### src/hw/psc_pkg.sv
// Constants, types and register map of the pluggable module sideband controller.
// ============================================================================
// Operation
// Select low: answer management bus commands.
// Select high: ignore every management transaction.
// Undriven select defaults to deselected (high).
// Long reset low restores all settings.
// Init interval starts at reset rising edge.
// Host ignores status until reset completes.
// Reset done: interrupt with not-ready cleared.
// Power-up posts reset-done interrupt unasked.
// Low-power input high enters reduced power.
// Presence output low while module inserted.
// Interrupt low flags fault or critical status.
// Host reads management bus for cause.
// Interrupt pin only pulls low, never high.
// Host reads flag field after interrupt.
// Host holds select low whole transaction.
// Synchronise select, reset, low-power inputs first.
package psc_pkg;

  // ==========================================================================
  // Timing.
  localparam int unsigned CLK_PERIOD_NS = 10;
  // Least low time on the reset pin that counts as a reset request.
  localparam int unsigned RESET_MIN_NS = 10000;
  localparam int unsigned RESET_MIN_CYC = (RESET_MIN_NS + CLK_PERIOD_NS - 1) / CLK_PERIOD_NS;
  // Length of the reset initialisation interval.
  localparam int unsigned INIT_NS = 2000000;
  localparam int unsigned INIT_CYC_DEF = INIT_NS / CLK_PERIOD_NS;

  // ==========================================================================
  // Register byte addresses.
  localparam logic [7:0] ADR_CTRL = 8'h00;
  localparam logic [7:0] ADR_LIVE = 8'h04;
  localparam logic [7:0] ADR_IRQ_STAT = 8'h08;
  localparam logic [7:0] ADR_IRQ_CLR = 8'h0C;
  localparam logic [7:0] ADR_IRQ_EN = 8'h10;

  // Control register fields and reset value.
  localparam int unsigned CTRL_W = 2;
  localparam int unsigned CTRL_FORCE_LP = 0;
  localparam int unsigned CTRL_SOFT_RST = 1;
  localparam logic [CTRL_W-1:0] CTRL_RST = 2'h0;

  // Interrupt event bits; status, clear and enable share this layout.
  localparam int unsigned IRQ_W = 4;
  localparam int unsigned EV_RESET_DONE = 0;
  localparam int unsigned EV_FAULT = 1;
  localparam int unsigned EV_CRITICAL = 2;
  localparam int unsigned EV_LP_CHANGE = 3;
  localparam logic [IRQ_W-1:0] IRQ_EN_RST = 4'h7;
  localparam logic [IRQ_W-1:0] IRQ_STAT_RST = 4'h0;

  // Synchronised sideband pins.
  typedef struct packed {
    logic sel_n;
    logic rst_n;
    logic lpm;
    logic scl;
    logic sda;
  } psc_pins_t;
  localparam psc_pins_t PINS_RST = '{sel_n: 1'b1, rst_n: 1'b1, lpm: 1'b0, scl: 1'b1, sda: 1'b1};

  // Live status word as read by software.
  typedef struct packed {
    logic [26:0] zero;
    logic low_power;
    logic data_not_ready;
    logic lpm_pin;
    logic reset_pin_n;
    logic selected;
  } psc_live_t;

  // Reset sequencer states, Gray coded along run, pin low, init; init back to run changes both bits.
  typedef enum logic [1:0] {
    ST_RUN = 2'b00,
    ST_PIN_LOW = 2'b01,
    ST_INIT = 2'b11
  } psc_state_t;

endpackage

### src/hw/psc_sideband_ctrl.sv
// Sideband control and status logic of a four-lane pluggable cable module.
`timescale 1ns/1ps

module psc_sideband_ctrl import psc_pkg::*; #(
  parameter int unsigned INIT_CYC = INIT_CYC_DEF
) (
  // Clock and reset.
  input wire logic clk_i,
  input wire logic rst_i,
  // Wishbone slave.
  input wire logic wb_cyc_i,
  input wire logic wb_stb_i,
  input wire logic wb_we_i,
  input wire logic [7:0] wb_adr_i,
  input wire logic [3:0] wb_sel_i,
  input wire logic [31:0] wb_dat_i,
  output logic [31:0] wb_dat_o,
  output logic wb_ack_o,
  // Host sideband pins.
  input wire logic module_select_n_pin_i,
  input wire logic module_select_drv_i,
  input wire logic module_reset_n_i,
  input wire logic low_power_request_i,
  output logic module_present_n_o,
  input wire logic attention_irq_n_i,
  output logic attention_irq_n_o,
  output logic attention_irq_n_oe_n_o,
  // Shared two-wire management bus pins.
  input wire logic scl_i,
  input wire logic sda_i,
  output logic sda_o,
  output logic sda_oe_n_o,
  // Internal management responder side.
  output logic mgmt_scl_o,
  output logic mgmt_sda_o,
  input wire logic mgmt_sda_pull_i,
  // Module core side.
  input wire logic fault_event_i,
  input wire logic critical_event_i,
  output logic core_reset_o,
  output logic low_power_o,
  output logic data_not_ready_o,
  output logic irq_o
);

  // ==========================================================================
  // Pin synchronisers.

  // An undriven select pin reads as deselected, as its pull-up would make it.
  wire logic sel_pin_eff = module_select_drv_i ? module_select_n_pin_i : 1'b1;
  wire psc_pins_t pins_raw = '{sel_n: sel_pin_eff, rst_n: module_reset_n_i,
                               lpm: low_power_request_i, scl: scl_i, sda: sda_i};

  psc_pins_t meta_r;
  psc_pins_t sync_r;

  // Two flip-flops per pin; only the second stage is used anywhere.
  always_ff @(posedge clk_i) begin
    if (rst_i) begin
      meta_r <= PINS_RST;
      sync_r <= PINS_RST;
    end else begin
      meta_r <= pins_raw;
      sync_r <= meta_r;
    end
  end

  wire logic selected = ~sync_r.sel_n;

  // ==========================================================================
  // Reset sequencer.

  psc_state_t state_r;
  psc_state_t state_nxt;
  logic [31:0] cnt_r;
  logic [31:0] cnt_nxt;
  logic rst_pin_d_r;
  logic soft_rst;

  wire logic pin_low = ~sync_r.rst_n;
  wire logic pin_rise = sync_r.rst_n & ~rst_pin_d_r;
  wire logic long_enough = (cnt_r >= RESET_MIN_CYC - 1);
  wire logic init_last = (cnt_r >= INIT_CYC - 1);

  // Next state: a low pulse is timed, and only a long enough one starts init.
  always_comb begin
    state_nxt = state_r;
    cnt_nxt = cnt_r;
    case (state_r)
      ST_RUN: begin
        cnt_nxt = 32'h0000_0000;
        if (soft_rst) begin
          state_nxt = ST_INIT;
        end else if (pin_low) begin
          state_nxt = ST_PIN_LOW;
        end
      end
      ST_PIN_LOW: begin
        if (sync_r.rst_n) begin
          cnt_nxt = 32'h0000_0000;
          // Short glitches return to run, cutting short any init in progress; long pulses start init at the rising edge.
          state_nxt = (long_enough && pin_rise) ? ST_INIT : ST_RUN;
        end else if (!long_enough) begin
          cnt_nxt = cnt_r + 32'h0000_0001;
        end
      end
      ST_INIT: begin
        if (pin_low) begin
          cnt_nxt = 32'h0000_0000;
          state_nxt = ST_PIN_LOW;
        end else if (init_last) begin
          cnt_nxt = 32'h0000_0000;
          state_nxt = ST_RUN;
        end else begin
          cnt_nxt = cnt_r + 32'h0000_0001;
        end
      end
      default: begin
        cnt_nxt = 32'h0000_0000;
        state_nxt = ST_INIT;
      end
    endcase
  end

  // Power-up enters the init interval just as a pin reset does.
  always_ff @(posedge clk_i) begin
    if (rst_i) begin
      state_r <= ST_INIT;
      cnt_r <= 32'h0000_0000;
      rst_pin_d_r <= 1'b1;
    end else begin
      state_r <= state_nxt;
      cnt_r <= cnt_nxt;
      rst_pin_d_r <= sync_r.rst_n;
    end
  end

  // Settings are held at defaults while the module is in reset.
  wire logic in_reset = (state_r == ST_INIT) ||
                        ((state_r == ST_PIN_LOW) && long_enough);
  wire logic init_done = (state_r == ST_INIT) && (state_nxt == ST_RUN);

  // ==========================================================================
  // Wishbone register file.

  logic [CTRL_W-1:0] ctrl_r;
  logic [IRQ_W-1:0] irq_stat_r;
  logic [IRQ_W-1:0] irq_en_r;
  logic ack_r;
  logic [31:0] rdat_r;
  logic lpm_d_r;

  wire logic wb_req = wb_cyc_i & wb_stb_i;
  wire logic wr_now = wb_req & wb_we_i & ack_r & wb_sel_i[0];
  wire logic wr_ctrl = wr_now && (wb_adr_i == ADR_CTRL);
  wire logic wr_clr = wr_now && (wb_adr_i == ADR_IRQ_CLR);
  wire logic wr_en = wr_now && (wb_adr_i == ADR_IRQ_EN);
  assign soft_rst = ctrl_r[CTRL_SOFT_RST];

  wire logic low_power = sync_r.lpm | ctrl_r[CTRL_FORCE_LP];
  wire psc_live_t live = '{zero: 27'h0, low_power: low_power,
                           data_not_ready: in_reset, lpm_pin: sync_r.lpm,
                           reset_pin_n: sync_r.rst_n, selected: selected};

  // Read multiplexer; unmapped and write-only addresses read as zero.
  wire logic [31:0] rdat = (wb_adr_i == ADR_CTRL) ? {30'h0, ctrl_r} :
                           (wb_adr_i == ADR_LIVE) ? live :
                           (wb_adr_i == ADR_IRQ_STAT) ? {28'h0, irq_stat_r} :
                           (wb_adr_i == ADR_IRQ_EN) ? {28'h0, irq_en_r} :
                           32'h0000_0000;

  // Events that set sticky status bits.
  wire logic lp_change = sync_r.lpm ^ lpm_d_r;
  wire logic [IRQ_W-1:0] events = {lp_change, critical_event_i & ~in_reset,
                                   fault_event_i & ~in_reset, init_done};
  wire logic [IRQ_W-1:0] clr_mask = wr_clr ? wb_dat_i[IRQ_W-1:0] : 4'h0;
  // A set in the same cycle as its clear wins.
  wire logic [IRQ_W-1:0] stat_nxt = (irq_stat_r & ~clr_mask) | events;

  // Bus handshake: one ack per request, dropped in the cycle after it.
  always_ff @(posedge clk_i) begin
    if (rst_i) begin
      ack_r <= 1'b0;
      rdat_r <= 32'h0000_0000;
    end else begin
      ack_r <= wb_req & ~ack_r;
      rdat_r <= rdat;
    end
  end

  // Control and enable registers return to defaults on any module reset.
  always_ff @(posedge clk_i) begin
    if (rst_i) begin
      ctrl_r <= CTRL_RST;
      irq_en_r <= IRQ_EN_RST;
    end else if (in_reset) begin
      ctrl_r <= CTRL_RST;
      irq_en_r <= IRQ_EN_RST;
    end else begin
      if (wr_ctrl) begin
        ctrl_r <= wb_dat_i[CTRL_W-1:0];
      end
      if (wr_en) begin
        irq_en_r <= wb_dat_i[IRQ_W-1:0];
      end
    end
  end

  // Sticky status; cleared by reset so only the completion bit and a low-power change in the last init cycle survive init.
  always_ff @(posedge clk_i) begin
    if (rst_i) begin
      irq_stat_r <= IRQ_STAT_RST;
      lpm_d_r <= 1'b0;
    end else begin
      irq_stat_r <= (in_reset && !init_done) ? IRQ_STAT_RST : stat_nxt;
      lpm_d_r <= sync_r.lpm;
    end
  end

  wire logic irq_level = |(stat_nxt & irq_en_r) && !(in_reset && !init_done);

  // ==========================================================================
  // Management bus gating and sideband outputs.

  // Deselected: the responder sees an idle bus and never pulls data low.
  wire logic mgmt_scl = selected ? sync_r.scl : 1'b1;
  wire logic mgmt_sda = selected ? sync_r.sda : 1'b1;
  wire logic sda_drive = selected & mgmt_sda_pull_i;

  // Every output comes from a flip-flop.
  always_ff @(posedge clk_i) begin
    if (rst_i) begin
      wb_dat_o <= 32'h0000_0000;
      wb_ack_o <= 1'b0;
      module_present_n_o <= 1'b0;
      attention_irq_n_o <= 1'b0;
      attention_irq_n_oe_n_o <= 1'b1;
      sda_o <= 1'b0;
      sda_oe_n_o <= 1'b1;
      mgmt_scl_o <= 1'b1;
      mgmt_sda_o <= 1'b1;
      core_reset_o <= 1'b1;
      low_power_o <= 1'b0;
      data_not_ready_o <= 1'b1;
      irq_o <= 1'b0;
    end else begin
      wb_dat_o <= rdat;
      wb_ack_o <= wb_req & ~ack_r;
      module_present_n_o <= 1'b0;
      attention_irq_n_o <= 1'b0;
      attention_irq_n_oe_n_o <= ~irq_level;
      sda_o <= 1'b0;
      sda_oe_n_o <= ~sda_drive;
      mgmt_scl_o <= mgmt_scl;
      mgmt_sda_o <= mgmt_sda;
      core_reset_o <= in_reset;
      low_power_o <= low_power;
      data_not_ready_o <= in_reset && !init_done;
      irq_o <= irq_level;
    end
  end

endmodule // psc_sideband_ctrl

### config.mk
export PLATFORM = sky130hd
export DESIGN_NAME = psc_sideband_ctrl
export DESIGN_NICKNAME = d
export VERILOG_FILES = /design/src/hw/psc_pkg.sv /design/src/hw/psc_sideband_ctrl.sv
export SDC_FILE = /design/constraint.sdc
export NUM_CORES = 1
export LEC_CHECK = 0
export ABC_AREA = 1
export BUFFER_PORTS_ARGS = -buffer_cell sky130_fd_sc_hd__buf_4
export CORE_AREA = 3 3 81 83
export CTS_BUF_LIST = sky130_fd_sc_hd__clkbuf_16
export DETAILED_ROUTE_END_ITERATION = 12
export DIE_AREA = 0 0 84 86
export PLACE_DENSITY = 0.82
export SYNTH_ARGS = -nofsm -noshare
export SYNTH_HDL_FRONTEND = slang
export SYNTH_SLANG_ARGS = --single-unit
### constraint.sdc
create_clock -name clk_i -period 3.12 [get_ports clk_i]
set_input_delay 0.156 -clock clk_i [delete_from_list [all_inputs] [get_ports clk_i]]
set_output_delay 0.156 -clock clk_i [all_outputs]
set_load 0.05 [all_outputs]
-- Word level (Yosys, flattened, before mapping)
Index checks and enable logic that the tools add are counted.
- register bits: 97
- input port bits: 59
- output and inout port bits: 44
- logic and storage cells: 99
- add/subtract/negate cells: 1
- $lt $le $gt $ge: 2
- equality and inequality tests: 7
- mux-type cells: 17
- bitwise operators: 22
- reduce and logical (&&, ||, !) cells: 21
- operators by type and width (operator ; count):
    $mux W32 ; 4
    $pmux W32 S2 ; 1
    $add A32 B1 Y32 const B ; 1
    $ge A32 B10 Y1 const B ; 1
    $ge A32 B18 Y1 const B ; 1
    $eq A8 B4 Y1 const B ; 2
    $mux W2 ; 7
    $mux W4 ; 3
    $reduce_or A2 Y1 ; 5
    $and A1 B1 Y1 ; 9
    $and A4 B4 Y4 ; 2
    $eq A8 B3 Y1 const B ; 1
    $eq A8 B5 Y1 const B ; 1
    $logic_and A1 B1 Y1 ; 8
    $logic_not A8 Y1 ; 1
    $reduce_or A4 Y1 ; 2
    $not A1 Y1 ; 7
    $pmux W2 S3 ; 1
    $mux W5 ; 1
    $logic_not A2 Y1 ; 2
    $not A4 Y4 ; 1
    $or A4 B4 Y4 ; 1
    $ne A3 B3 Y1 const B ; 1
    $eq A2 B1 Y1 const B ; 1
    other kinds (5) ; 6

-- Logic depth before layout (Yosys ltp)
Gate-level depths: netlist of run 1.
- depth after elaboration: 13
- depth in mapped cells: 13
- mapped depth without buffers: 13

-- Least setup slack after synthesis of run 1
Ideal clock, no wire load.
- path kind: register to register
- start point: register wb_ack_o (netlist name)
- end point: register irq_o
- library setup time: 0.112 ns
- arrival time: 1.466 ns
- data required time: 3.008 ns
- path slack: 1.541 ns
- cell stages (with the launch flop): 10
- buffers on the path: 0
- period minus slack after synthesis: 1.579 ns
- cells stage by stage: dfxtp_1 nand3_1 inv_1 nand2_1 o21ai_0 nand2_1 nand2_1 nand3_1 nand2_1 nand2_1
- RTL lines (item ; line ; source):
    to (signal assigned) ; psc_sideband_ctrl.sv:259 ; irq_o <= irq_level;
    to (decl) ; psc_sideband_ctrl.sv:43 ; output logic irq_o

-- Final worst setup path of run 1
- start point: register cnt_r[0]
- end point: register cnt_r[11]
- longest elaborated chain between the ends: 4
- elaborated cells between the ends (all ways): 9
- classes of those cells: add/sub (1); order compare (2); eq/ne (1); mux (5)
- ends and longest elaborated chain (item ; line ; source):
    from (decl) ; psc_sideband_ctrl.sv:75 ; logic [31:0] cnt_r;
    from (signal assigned) ; psc_sideband_ctrl.sv:133 ; cnt_r <= cnt_nxt;
    $add A32 B1 Y32 or $ge A32 B18 Y1 (tied branches) ; psc_sideband_ctrl.sv:104, psc_sideband_ctrl.sv:115, psc_sideband_ctrl.sv:83 ;
    $mux W32, on equally long branches ; psc_sideband_ctrl.sv:111, psc_sideband_ctrl.sv:103 ;
    $mux W32, on equally long branches ; psc_sideband_ctrl.sv:108, psc_sideband_ctrl.sv:99 ;
    $pmux W32 S2 ; psc_sideband_ctrl.sv:89 ; case (state_r)
Several ways; a longest one is shown, not always the timed one. The select of a mux whose other input is x is not followed.
A chain may end at the register's enable or synchronous reset.

==> results.py, run 1 <==
metrics = {
    "yosys": {
        "synth_seq_cells": 70,
        "synth.avg_cell_area_um2": 7.38,
        "yosysTopAreaCell": "dfxtp_1",
        "synth_top_area_share": 0.444,
        "ys_top_cells_by_area": "dfxtp_1 44%, nand2_1 11%, nor2_1 8.8%",
        "synth.distinct_cells": 37,
        "synth_cells": 427,
        "ys_warn_count": 0,
        "synth_common_cells": "91 x nand2_1, 74 x nor2_1, 70 x dfxtp_1, 47 x inv_1, 32 x buf_4",
        "yosysSeqAreaShare": 0.444,
        "synth_edf_count": 0,
        "ys_async_sr_fraction": 0,
        "netlist_area_um2": 3150,
        "synth_flop_cell": "dfxtp_1",
        "post-synth-top-count-cell": "nand2_1",
    },
    "power_and_ir_drop": {
        "power.share.combinational": 0.110,
        "p_int_uw": 1530,
        "pwr-share-clk": 0.457,
        "p_per_area_nw_per_um2": 574,
        "leakagePower_uw": 0.00176,
        "sw_frac_of_total": 0.285,
        "pwr-share-seq": 0.433,
        "finalPower_uw": 2140,
        "irDropWorstVdd_mv": 0.403,
        "switchingPower_uw": 611,
    },
    "clock_network": {
        "numCtsBuffers": 9,
        "clock_latency_ns": 0.34,
        "ctsRootBufferMaster": "clkbuf_16",
        "cts_buffer_depth": 2,
        "cts_tree": "built",
        "cts_resized": 0,
        "h-tree-depth": 3,
        "clkSinkCount": 70,
        "clkSlewWorstSetupHoldPaths_ns": 0.06,
    },
    "finish": {
        "fillCellCount": 503,
        "seq_area_um2": 1400,
        "drive_gt1_frac": 0.158,
        "areaGrowthSynthToFinish_pct": 18.3,
        "n_antenna_cell": 0,
        "layout.nets": 537,
        "multi_input_area_um2": 1400,
    },
    "floorplan": {
        "dieArea_um2": 7220,
        "core_um2": 5920,
        "die_h_um": 86,
        "row_count": 28,
        "die_w_um": 84,
        "num_io_pins": 103,
        "initial_core_util": 0.533,
    },
    "global_route": {
        "antenna_found_initial": 0,
        "track_usage": 0.175,
        "grt_pass1_vias": 2362,
        "grt_pass1_wl_mm": 10.0,
        "grt_max_degree": 33,
        "overflow": 0,
    },
    "routing": {
        "drc": 0,
        "drt_iter0_drc": 123,
        "ant_nets": 0,
        "wl_mm": 6.16,
        "post_drt_wl_per_cell_um": 11.1,
        "viasPerCell": 4.81,
        "drt-pass1-iter-count": 4,
        "via_count": 2677,
    },
    "place": {
        "io_buffers": 40,
        "routabilityCongestion": 0.851,
        "dp_slack_ns": 0.976,
        "dp_hpwl_mm": 4.46,
    },
    "timing": {
        "hold_violations": 0,
        "final_max_slew_viol_count": 0,
        "final.setup_skew_ns": 0.00623,
        "fin_crit_ns": 2.15,
        "final.setup.worst_slack_ns": 0.965,
        "tns_ns": 0,
        "setup_viol_count_final": 0,
        "finalCritPeriodShare": 0.691,
        "fmax_ghz": 0.464,
        "rsz0062_at_grt": "false",
    },
    "worst_setup_path": {
        "critical_path_class": "register to register",
        "r2r_slack_ns": 0.97,
        "worst_setup_path_start_kind": "register",
        "worstSetupEndpointType": "register",
        "cp_data_arrival_time_ns": 2.37,
        "worstPathRequired_ns": 3.33,
        "path_max_fanout": 20,
    },
    "run_status": {
        "status": "complete, no violations",
    },
    "worst_hold_path": {
        "hp-class": "primary input to register",
    },
    "run": {
        "maxCapViolCount": 0,
    },
}
==> metal layers <==
metal / wire, um / global-route usage / share of wire
met1: 2740 / 0.206 / 0.45
met2: 2930 / 0.289 / 0.48
met3: 358 / 0.0528 / 0.058
met4: 129 / 0.0950 / 0.021
met5: 0 / 0 / 0
==> final cells by class <==
| type | count | area share |
|---|---|---|
| timing repair buffer | 46 | 0.0966 |
| multi-input combinational | 300 | 0.376 |
| clock inverter | 7 | 0.0168 |
| tap | 75 | 0.0252 |
| sequential | 70 | 0.376 |
| inverter | 49 | 0.0493 |
| clock buffer | 9 | 0.0604 |
==> layout by cell type (no fill, tap or decap), drive strengths merged <==
cell         count
or2             10
nand3b           2
o211ai           3
a21oi           14
dlygate4sd3      6
o22ai            2
xor2             4
inv             53
nand4            9
clkinv           2
o21bai           1
a41oi            1
nor2            79
a31oi            1
clkinvlp         1
nor3            10
o2111ai          1
nor3b            3
nand2           94
ha               2
clkbuf           9
xnor2            3
conb            30
nand3           22
o21ai            8
dfxtp           70
buf             40
nor4             1
==> kinds of logic after synthesis <==
| group | Yosys count | synth area share |
|---|---|---|
| and+or+nand+nor | 230 | 0.326 |
| buffers and inverters | 86 | 0.145 |
| DFF | 70 | 0.444 |
| AOI/OAI and AO/OA | 31 | 0.0560 |
| xor gates and xnor gates | 7 | 0.0194 |
| adders and majority gates | 2 | 0.00794 |
| other | 1 | 0.00119 |
==> through the flow <==
stage / std cells / hold WS [ns] / area, um^2 / utilization
global route: 556 / 0.0193 / 3730 / 0.630
finish: 556 / 0.0121 / 3730 / 0.630
global placement: 534 / 0.323 / 3380 / 0.571
CTS: 556 / 0.0106 / 3730 / 0.630
floorplan: 456 / 0.225 / 3260 / -
detailed placement: 534 / 0.325 / 3380 / 0.571
==> power groups by stage <==
stage / Combinational [uW] / Sequential, uW / Clock [uW]
2_1_floorplan: 186 / 965 / 0
3_3_place_gp: 225 / 946 / 0
3_5_place_dp: 230 / 947 / 0
4_1_cts: 236 / 928 / 991
5_1_grt: 255 / 931 / 1030
6_report: 236 / 928 / 978
==> repair_timing <==
item                                    CTS  global route
hold endpoints to repair                  5             0
endpoints found under the setup margin    0             0
hold buffers                              6             0
buffers inserted                          0             0
==> critical path: stages (launching register included) <==
cell     delay [ns]
dfxtp_1        0.42
ha_1           0.24
nand2_1        0.06
nand2_1        0.07
nand3_1        0.08
nand2_1        0.11
nor2_2         0.06
nor2_4         0.35
inv_2          0.22
nand2_1        0.21
nor2_1         0.06
o22ai_1        0.11
nor2_1         0.05
==> path summary, 6_finish.rpt <==
path                            start    endpoint  cells past startpoint
hold reg to reg             sync_r[0]  mgmt_sda_o                      2
setup / recovery             cnt_r[0]   cnt_r[11]                     12
hold / removal    low_power_request_i   meta_r[2]                      3
setup reg to reg             cnt_r[0]   cnt_r[11]                     12
==> flip-flops by register name, indices dropped and copies added (netlist names), 2 cells and up <==
name / count
irq_en_r: 4
wb_dat_o: 5
sync_r: 3
meta_r: 5
cnt_r: 32
state_r: 2
ctrl_r: 2
irq_stat_r: 4
live: 2
Power figures use the tool's default switching activity.
==> run 2, diff against run 1 <==
- CORE_AREA: 3 3 81 83 -> 3 3 88 90
- DIE_AREA: 0 0 84 86 -> 0 0 91 93
- PLACE_DENSITY: 0.82 -> 0.74
- clock period: 3.12 -> 1.9 ns (I/O delays scaled with it)
==> run 2 against run 1 <==
  * First-iteration DRC count down 11%
  * Design area up 3.0%
  * Flip-flop and latch count is the same
  * Non-clock buffer count is 5 higher
  * Clock power is 65% higher
==> results.py, run 2 (synthesis gave the netlist of run 1 again) <==
metrics = {
    "power_and_ir_drop": {
        "leakagePower_uw": 0.00178,
        "irDropWorstVdd_mv": 0.606,
        "finalPower_uw": 3540,
        "p_per_area_nw_per_um2": 921,
    },
    "worst_setup_path": {
        "cp_data_arrival_time_ns": 1.91,
        "cpMaxStageDelayCell": "dfxtp_2",
        "worstPathRequired_ns": 2.12,
        "cpPeakStageDelay_ns": 0.37,
        "worst_setup_path_start_kind": "register",
        "critical_path_class": "register to register",
        "worstSetupEndpointType": "register",
        "path_max_fanout": 11,
        "crit_chain": "ha_2 > nand2_1 > nand2_1 > nand3_1 > nand2_2 > nor2_4 > nor2_4 > buf_4 > nor2_4 > nand2_1 > nand2_1 > nor3b_2",
        "critPathMostFrequentCell": "nand2_1",
    },
    "routing": {
        "ant_nets": 0,
        "viasPerCell": 4.55,
        "drt-pass1-iter-count": 4,
        "via_count": 2663,
        "wl_mm": 6.15,
        "drc": 0,
        "post_drt_wl_per_cell_um": 10.5,
        "drt_iter0_drc": 110,
    },
    "floorplan": {
        "num_io_pins": 103,
        "initial_core_util": 0.442,
        "die_w_um": 91,
        "core_um2": 7140,
        "die_h_um": 93,
        "row_count": 31,
        "dieArea_um2": 8460,
    },
    "clock_network": {
        "clkSinkCount": 70,
        "clkSlewWorstSetupHoldPaths_ns": 0.06,
        "cts_buffer_depth": 2,
        "ctsRootBufferMaster": "clkbuf_16",
        "numCtsBuffers": 9,
        "h-tree-depth": 3,
        "cts_tree": "built",
        "clock_latency_ns": 0.34,
    },
    "finish": {
        "layout_common_cells": "89 x nand2_1, 72 x nor2_1, 68 x dfxtp_1, 46 x inv_1, 44 x buf_4",
        "stdcell_area_um2": 3840,
        "areaGrowthSynthToFinish_pct": 21.8,
        "top_regs": "cnt_r x32, meta_r x5, wb_dat_o x5",
        "n_antenna_cell": 0,
        "largest_reg_flops": 32,
        "drive_gt1_frac": 0.185,
        "largest_register": "cnt_r",
        "final_common_cell": "nand2_1",
        "layout.nets": 542,
    },
    "run_status": {
        "status": "complete, no violations",
    },
    "place": {
        "io_buffers": 40,
        "place_area_um2": 3430,
        "routabilityCongestion": 0.871,
        "dp_hpwl_mm": 4.35,
    },
    "timing": {
        "final.setup_skew_ns": 0.0101,
        "fin_hold_ws_ns": 0.0116,
        "final_max_slew_viol_count": 0,
        "fmax_ghz": 0.592,
        "fin_crit_ns": 1.69,
        "tns_ns": 0,
        "hold_violations": 0,
        "rsz0062_at_grt": "false",
        "finalCritPeriodShare": 0.890,
        "setup_viol_count_final": 0,
    },
    "global_route": {
        "grt_max_degree": 33,
        "grt_pass1_wl_mm": 10.3,
        "overflow": 0,
        "grt_pass1_vias": 2422,
        "antenna_found_initial": 0,
        "track_usage": 0.151,
    },
    "worst_hold_path": {
        "hp-class": "primary input to register",
    },
    "run": {
        "maxCapViolCount": 0,
    },
}
==> run 2: area by class of cell <==
cell class / instances / area [um^2]
repair buffers: 51 / 400
inverters: 49 / 186
well taps: 99 / 124
clock buffers: 9 / 225
clock inverters: 7 / 62.6
fillers: 663 / 3300
flip-flops and latches: 70 / 1400
multi-input cells: 300 / 1440
==> run 2: layer usage <==
| layer | global-route usage | vias to the layer above | wire [um] |
|---|---|---|---|
| met4 | 0.0955 | 0 | 145 |
| met3 | 0.0338 | 12 | 309 |
| met2 | 0.246 | 73 | 2860 |
| met1 | 0.180 | 1192 | 2830 |
| met5 | 0 | - | 0 |
| li1 | - | 1386 | - |
==> run 2: metrics by stage <==
stage          setup slack [ns]   util  std cells
4_1_cts                  0.0410  0.531        584
6_report                  0.210  0.538        585
3_3_place_gp              0.128  0.481        561
2_1_floorplan             0.321      -        456
3_5_place_dp             0.0974  0.481        561
5_1_grt                 0.00953  0.538        585
==> run 2: path summary, 6_finish.rpt <==
check | start | end | slack (ns) | cells past startpoint
setup / recovery | cnt_r[0] | cnt_r[14] | 0.21 | 12
hold / removal | wb_stb_i | wb_ack_o | 0.01 | 3
setup reg to reg | cnt_r[0] | cnt_r[14] | 0.21 | 12
hold reg to reg | meta_r[3] | live[1] | 0.41 | 1
==> run 2: worst max-delay path, delay by kind of cell (launching register included) <==
kind	cells	cell delay, ns
buffers and inverters	1	0.20
flip-flops	1	0.37
AND/OR/NAND/NOR	10	0.79
adder cells (fa/ha/maj)	1	0.20
==> run 2: report_power, final <==
group	switching, uW	internal (uW)	total (uW)	leakage [uW]
clock	701	912	1610	0.000139
sequential	21.0	1500	1520	0.000569
combinational	295	105	399	0.00107
==> run 2: repair_timing <==
action                                 in CTS  in global routing
setup buffers                               0                  1
hold buffers                                7                  0
setup endpoints to repair                   0                 26
endpoints found under the hold margin       6                  0
resized for setup                           0                 14
